$ cat config.mk
export PLATFORM = sky130hd
export DESIGN_NAME = tcnt_timer
export DESIGN_NICKNAME = d
export VERILOG_FILES = /design/src/tcnt_pkg.sv /design/src/tcnt_timer.sv /design/src/tcnt_sync.sv
export SDC_FILE = /design/constraint.sdc
export NUM_CORES = 1
export LEC_CHECK = 0
export ABC_AREA = 1
export BUFFER_PORTS_ARGS = -buffer_cell sky130_fd_sc_hd__buf_2
export CAP_MARGIN = 15
export CORE_UTILIZATION = 49
export CTS_BUF_LIST = sky130_fd_sc_hd__clkbuf_8
export DETAILED_ROUTE_END_ITERATION = 10
export PLACE_DENSITY = 0.78
export SYNTH_ARGS = -nofsm -noshare
export SYNTH_HDL_FRONTEND = slang
export SYNTH_SLANG_ARGS = --single-unit
$ cat constraint.sdc
create_clock -name clock -period 1.15 [get_ports clock]
set_input_delay 0.0575 -clock clock [delete_from_list [all_inputs] [get_ports clock]]
set_output_delay 0.0575 -clock clock [all_outputs]
set_load 0.005 [all_outputs]
$ cat src/tcnt_pkg.sv
// Purpose: Shared constants and carriers for the prescaled 8-bit timer/counter
// Assumes: One instruction cycle is two system clocks
// Notes: Register fields are reached through a plain write/read port
package tcnt_pkg;
   localparam int TCNT_WIDTH = 8;
   localparam int TCNT_PSC_WIDTH = 8;
   localparam logic [7:0] TCNT_COUNT_RESET = 8'h00;
   localparam logic [7:0] TCNT_COUNT_MAX = 8'hFF;
   localparam logic [3:0] TCNT_PSC_SEL_RESET = 4'h0;
   localparam int TCNT_PSC_TOP_BIT = 3;
   localparam int TCNT_CTL_EDG_BIT = 5;
   localparam int TCNT_CTL_CKS_BIT = 4;
   localparam int TCNT_ROLL_TICKS = 256;
   localparam int TCNT_SYS_PER_INSTR = 2;
   // Control register write carrier
   typedef struct packed {
      logic edge_fall;
      logic src_pin;
      logic [3:0] psc_sel;
   } tcnt_ctl_t;
endpackage : tcnt_pkg

$ cat src/tcnt_timer.sv
// Purpose: 8-bit timer/counter with prescaler, halt and overflow flag
// Assumes: Register accesses arrive as single-cycle strobes on the system clock
// Notes: Count pin must hold each level longer than one instruction cycle
`timescale 1ns/1ps
module tcnt_timer
   import tcnt_pkg::*;
#(
   parameter int CNT_W = TCNT_WIDTH,
   parameter int PSC_W = TCNT_PSC_WIDTH
)
(
   input wire logic clock,
   input wire logic rst_b,
   input wire logic count_wr,
   input wire logic [7:0] count_wdata,
   input wire logic ctl_wr,
   input wire tcnt_ctl_t ctl_wdata,
   input wire logic flag_wr,
   input wire logic flag_wdata,
   input wire logic ie_wr,
   input wire logic ie_wdata,
   input wire logic halt_wr,
   input wire logic halt_wdata,
   input wire logic ext_count_pin,
   output logic [7:0] timer_count_value,
   output logic overflow_flag,
   output logic overflow_irq_enable,
   output logic count_halt,
   output tcnt_ctl_t ctl_q,
   output logic counter_write_strobe,
   output logic timer_irq
);
   // ============================================================
   // Parameter checks
   // ============================================================
   // Register widths are fixed by the port list; other sizes are refused
   if (CNT_W != 8) begin : g_bad_cnt
      $error("counter width must be 8");
   end
   if (PSC_W != 8) begin : g_bad_psc
      $error("prescaler width must be 8");
   end

   // ============================================================
   // Instruction cycle enable
   // ============================================================
   logic phase_r;
   logic instr_en;
   assign instr_en = phase_r;
   always_ff @(posedge clock or negedge rst_b) begin
      if (!rst_b) begin
         phase_r <= 1'b0;
      end else begin
         phase_r <= ~phase_r;
      end
   end

   // ============================================================
   // Pin synchroniser and edge detect
   // ============================================================
   logic pin_sync;
   logic pin_prev_r;
   logic pin_rise;
   logic pin_fall;
   logic pin_edge;
   tcnt_sync u_sync (
      .clock(clock),
      .rst_b(rst_b),
      .sample(instr_en),
      .din(ext_count_pin),
      .dout(pin_sync)
   );
   always_ff @(posedge clock or negedge rst_b) begin
      if (!rst_b) begin
         pin_prev_r <= 1'b0;
      end else if (instr_en) begin
         pin_prev_r <= pin_sync;
      end
   end
   // Edges seen once per instruction cycle; relies on slow pin levels
   assign pin_rise = instr_en & pin_sync & ~pin_prev_r;
   assign pin_fall = instr_en & ~pin_sync & pin_prev_r;
   assign pin_edge = ctl_q.edge_fall ? pin_fall : pin_rise;

   // ============================================================
   // Prescaler
   // ============================================================
   logic src_pulse;
   logic psc_clear;
   logic [7:0] psc_r;
   logic [7:0] psc_nxt;
   logic [7:0] psc_mask;
   logic psc_done;
   logic count_tick;
   assign src_pulse = ctl_q.src_pin ? pin_edge : instr_en;
   assign psc_clear = ctl_wr | count_wr;
   // Mask of prescaler bits that must all be ones before a tick
   assign psc_mask = ctl_q.psc_sel[TCNT_PSC_TOP_BIT] ? 8'hFF
                   : 8'(({1'b0, 8'h01} << ctl_q.psc_sel[2:0]) - 9'h001);
   assign psc_done = (psc_r & psc_mask) == psc_mask;
   assign count_tick = src_pulse & psc_done & ~psc_clear;
   assign psc_nxt = psc_clear ? 8'h00 : (src_pulse ? (psc_done ? 8'h00 : psc_r + 8'h01) : psc_r);
   always_ff @(posedge clock or negedge rst_b) begin
      if (!rst_b) begin
         psc_r <= 8'h00;
      end else begin
         psc_r <= psc_nxt;
      end
   end

   // ============================================================
   // Counter and flag
   // ============================================================
   logic [7:0] count_r;
   logic [7:0] count_nxt;
   logic advance;
   logic rollover;
   logic flag_r;
   logic flag_nxt;
   logic ie_r;
   logic halt_r;
   tcnt_ctl_t ctl_r;
   logic wstb_r;
   logic irq_r;
   assign advance = count_tick & ~halt_r & ~count_wr;
   assign rollover = advance & (count_r == TCNT_COUNT_MAX);
   assign count_nxt = count_wr ? count_wdata : (advance ? count_r + 8'h01 : count_r);
   // Set beats a simultaneous software clear
   assign flag_nxt = rollover | (flag_wr ? flag_wdata & flag_r : flag_r);
   always_ff @(posedge clock or negedge rst_b) begin
      if (!rst_b) begin
         count_r <= TCNT_COUNT_RESET;
         flag_r <= 1'b0;
         ie_r <= 1'b0;
         halt_r <= 1'b0;
         ctl_r <= '0;
         wstb_r <= 1'b0;
         irq_r <= 1'b0;
      end else begin
         count_r <= count_nxt;
         flag_r <= flag_nxt;
         ie_r <= ie_wr ? ie_wdata : ie_r;
         halt_r <= halt_wr ? halt_wdata : halt_r;
         ctl_r <= ctl_wr ? ctl_wdata : ctl_r;
         wstb_r <= count_wr;
         irq_r <= flag_nxt & (ie_wr ? ie_wdata : ie_r);
      end
   end
   assign ctl_q = ctl_r;
   assign timer_count_value = count_r;
   assign overflow_flag = flag_r;
   assign overflow_irq_enable = ie_r;
   assign count_halt = halt_r;
   assign counter_write_strobe = wstb_r;
   assign timer_irq = irq_r;
endmodule : tcnt_timer

$ cat src/tcnt_sync.sv
// Purpose: Two-stage synchroniser for the count pin
// Assumes: Sampled only on instruction-cycle enables
// Notes: First stage is read by second stage only
`timescale 1ns/1ps
module tcnt_sync (
   input wire logic clock,
   input wire logic rst_b,
   input wire logic sample,
   input wire logic din,
   output logic dout
);
   logic meta_r;
   logic sync_r;
   always_ff @(posedge clock or negedge rst_b) begin
      if (!rst_b) begin
         meta_r <= 1'b0;
         sync_r <= 1'b0;
      end else if (sample) begin
         meta_r <= din;
         sync_r <= meta_r;
      end
   end
   assign dout = sync_r;
endmodule : tcnt_sync

==> impl_summary.txt <==
----------------------------------------------------
[Run status]
  Status ... finished, violations left
  Violated checks ... negative setup slack

[Floorplan]
  Chip Width ... 60.15 um
  Overall die height ... 60.15 um
  Area of the core region ... 3128 um2
  FP Rows ... 20
  Die area ... 3617 um2
  Ports placed on the boundary ... 44
  Effective utilization at floorplan ... 52.96%

[STA]
  Endpoints failing setup ... 18
  Transition time of the tightest slew-check pin ... 0.3837 ns
  Worst clock skew ... 0.001500 ns
  Worst relative slew slack ... 74.42%
  Final slew viol count ... 0
  Post-route fraction of the period consumed by the critical path ... 125.8%
  Highest achievable clock rate ... 691.5 MHz
  Setup repair after global routing missed its margin ... true
  Final min period ... 1.446 ns
  Slack of the critical path ... -0.2962 ns
  Count of final hold-check violations ... 0
  Hold slack final ... 0.06471 ns

[Routing]
  Residual DRC count ... 0
  Vias per inst ... 4.892
  Initial detailed-routing violation count ... 65
  Routed via count ... 1683
  Initial DRT Pass Iterations ... 4
  Final Routed Wirelength ... 4019 um
  Average wire per standard cell ... 11.68 um
  Antenna Nets Post-Route ... 0

[Pwr]
  Switching part of the total power ... 28.56%
  Sequential share of power ... 47.8%
  Combinational share of power ... 21.5%
  Static Leakage ... 1.261 nW
  Power after layout ... 2.590 mW
  Clock group share of total power ... 30.7%
  Power dissipated by switching net loads ... 0.7397 mW
  Max rail drop VDD ... 0.9593 mV
  Power per cell area ... 1087 nW/um2
  Internal Power ... 1.851 mW

[Yosys]
  Flip-flop and latch count after synthesis ... 31
  Proportion of synthesized chip area in sequential cells ... 46.83%
  Synth area leaders ... sky130_fd_sc_hd__dfrtp_1 (47%), sky130_fd_sc_hd__nand2_1 (16%), sky130_fd_sc_hd__nand3_1 (7.6%)
  Post-synthesis area per instance ... 7.851 um2
  Post-synth top area cell ... sky130_fd_sc_hd__dfrtp_1
  Number of nets in the synthesized netlist ... 238
  Synth Warn # ... 0
  Yosys top cell area share ... 46.83%
  Area of the mapped netlist ... 1657 um2
  Synthesized instance count ... 211
  Distinct cells, synth ... 23

[Final layout]
  Share of layout cells above drive strength 1 ... 37.00%
  Filler cells ... 224
  Most common cell after layout, fill and taps aside ... sky130_fd_sc_hd__nand2_1
  Final Util ... 76.16%
  Area growth, synth to finish ... 43.81%
  Design Area, Final ... 2382 um2
  Antenna cell count ... 0
  NumNets Final ... 326
  Most used cells in the layout excluding fill and tap cells ... sky130_fd_sc_hd__nand2_1 (65), sky130_fd_sc_hd__buf_2 (43), sky130_fd_sc_hd__buf_4 (31)

[GRT]
  Wire length of the first global-routing pass ... 6313 um
  GRT Total Usage ... 24.19%
  Maximum number of pins on one net before global-route repair ... 32
  Number of global-route vias before repair ... 1484
  Initial antenna violation count ... 0
  Remaining global-route overflow ... 0

[Worst hold path]
  Worst hold-check path type ... in -> reg
  Startpoint of the lowest-slack hold path ... count_wdata[1]
  Hold Path End ... timer_count_value[1]
  Hold Crit Depth ... 5

[Place]
  Half-perimeter wire length of the detailed placement result ... 2777 um
  Weighted congestion reported at the end of routability-driven placement ... 0.8266
  Dpl cell area ... 2142 um2
  Count of input and output buffers ... 43

[Setup path]
  R2r setup slk ... -0.30 ns
  Destination of the worst register-to-register timing path ... timer_count_value[5]
  CP startpoint kind ... flop
  Data arrival time of the critical path ... 1.67 ns
  Kind of critical path ... reg -> reg
  Endpoint type of the worst setup path ... flop
  Req. time, crit path ... 1.37 ns
  Worst r2r src ... ctl_q[0]
  Number of cell instances on the worst register-to-register path ... 9
  Biggest fanout along the worst timing path ... 9

[Clock network]
  Worst-skew pair later-pin latency ... 0.29 ns
  TritonCTS sink count ... 31
  Clock root buffer ... sky130_fd_sc_hd__clkbuf_8
  Register clock-pin slew on the reported worst setup and hold paths ... 0.06 ns
  Maximum buffer depth of the clock tree ... 2
  Depth of the CTS H-tree ... 2
  Clock tree from TritonCTS ... yes
  Clock buffers created by TritonCTS ... 5

[Flow run]
  Reported max-cap violation count ... 0

----------------------------------------------------
==> worst max-delay path by stage <==
stage	from	end	slack, ns	cells past startpoint
4_1_cts	ctl_q[1]	timer_count_value[5]	-0.25	9
5_1_grt	ctl_q[0]	timer_count_value[5]	-0.34	9
3_3_place_gp	ctl_q[1]	psc_r[5]	-0.21	8
2_1_floorplan	timer_count_value[0]	timer_irq	-0.11	7
3_5_place_dp	ctl_q[1]	psc_r[5]	-0.27	8
6_report	ctl_q[0]	timer_count_value[5]	-0.30	9
==> routing by layer <==
layer | vias up | global-route usage, % | part of all wire [%]
li1 | 854 | - | -
met5 | - | 0 | 0
met3 | 5 | 7.359 | 4.3
met1 | 778 | 29.03 | 45
met4 | 0 | 7.973 | 1.2
met2 | 46 | 40.97 | 50
==> stage by stage <==
stage	setup TNS, ns	worst slack (ns)	instances
after floorplan	-1.572	-0.1126	211
after global placement	-3.090	-0.2140	324
after detailed placement	-4.110	-0.2651	324
after CTS	-3.743	-0.2524	342
after global routing	-5.179	-0.3442	344
final	-4.068	-0.2962	344
==> critical path, cell delays in order (launching register included) <==
cell                      delay, ns
sky130_fd_sc_hd__dfrtp_1       0.43
sky130_fd_sc_hd__nor2_2        0.15
sky130_fd_sc_hd__nor2_1        0.05
sky130_fd_sc_hd__nor2_1        0.09
sky130_fd_sc_hd__nand3_1       0.11
sky130_fd_sc_hd__nor2_4        0.16
sky130_fd_sc_hd__nand2_4       0.11
sky130_fd_sc_hd__nand2_4       0.12
sky130_fd_sc_hd__nand2_1       0.08
sky130_fd_sc_hd__nand2_1       0.08
==> synthesized netlist by cell type <==
master / number
sky130_fd_sc_hd__o21ai_0: 17
sky130_fd_sc_hd__nor2_1: 16
sky130_fd_sc_hd__nor2_2: 1
sky130_fd_sc_hd__xnor2_1: 1
sky130_fd_sc_hd__nor3_1: 2
sky130_fd_sc_hd__ha_1: 2
sky130_fd_sc_hd__dfrtp_1: 31
sky130_fd_sc_hd__buf_6: 1
sky130_fd_sc_hd__buf_4: 1
sky130_fd_sc_hd__clkbuf_8: 1
sky130_fd_sc_hd__nand4_1: 2
sky130_fd_sc_hd__mux2_2: 3
sky130_fd_sc_hd__nand2_4: 2
sky130_fd_sc_hd__nand2_1: 70
sky130_fd_sc_hd__nand2_2: 3
sky130_fd_sc_hd__xor2_1: 2
sky130_fd_sc_hd__inv_1: 19
sky130_fd_sc_hd__buf_2: 1
sky130_fd_sc_hd__nor2_4: 2
sky130_fd_sc_hd__nand3_1: 25
sky130_fd_sc_hd__a21oi_1: 7
sky130_fd_sc_hd__nand3_2: 1
sky130_fd_sc_hd__a21oi_4: 1
==> layout make-up <==
type / count / area, um2 / share of cell area [%]
clock buffer: 5 / 68.82 / 2.889
clock inverter: 3 / 12.51 / 0.5252
inverter: 19 / 71.32 / 2.994
multi-input combinational: 157 / 829.5 / 34.82
sequential: 31 / 777.0 / 32.62
tap: 44 / 55.05 / 2.311
timing repair buffer: 85 / 568.0 / 23.84
==> power by group through the flow <==
| stage | clock network [mW] | registers (mW) | logic, mW |
|---|---|---|---|
| after floorplan | 0 | 1.26 | 0.230 |
| after global routing | 0.859 | 1.25 | 0.622 |
| after global placement | 0 | 1.25 | 0.495 |
| final | 0.795 | 1.24 | 0.557 |
| after detailed placement | 0 | 1.25 | 0.503 |
| after CTS | 0.815 | 1.23 | 0.537 |
==> logic make-up (layout without fill, tap and decap cells) <==
group,Yosys count,count (layout),share of synthesized area (%)
compound gates,25,25,8.233
buf+inv,23,112,6.571
flops,31,31,46.83
simple gates,124,124,33.23
xor+xnor,3,3,1.586
mux,3,3,2.039
fa+ha+maj,2,2,1.510
==> repair_timing <==
item	4_1_cts	5_1_grt
endpoints found under the hold margin	39	0
hold buffers	10	0
endpoints found under the setup margin	18	18
buffers inserted	0	2
resized for setup	4	13
pin swaps	0	3
Note: power is estimated with default switching activity, not from simulation.
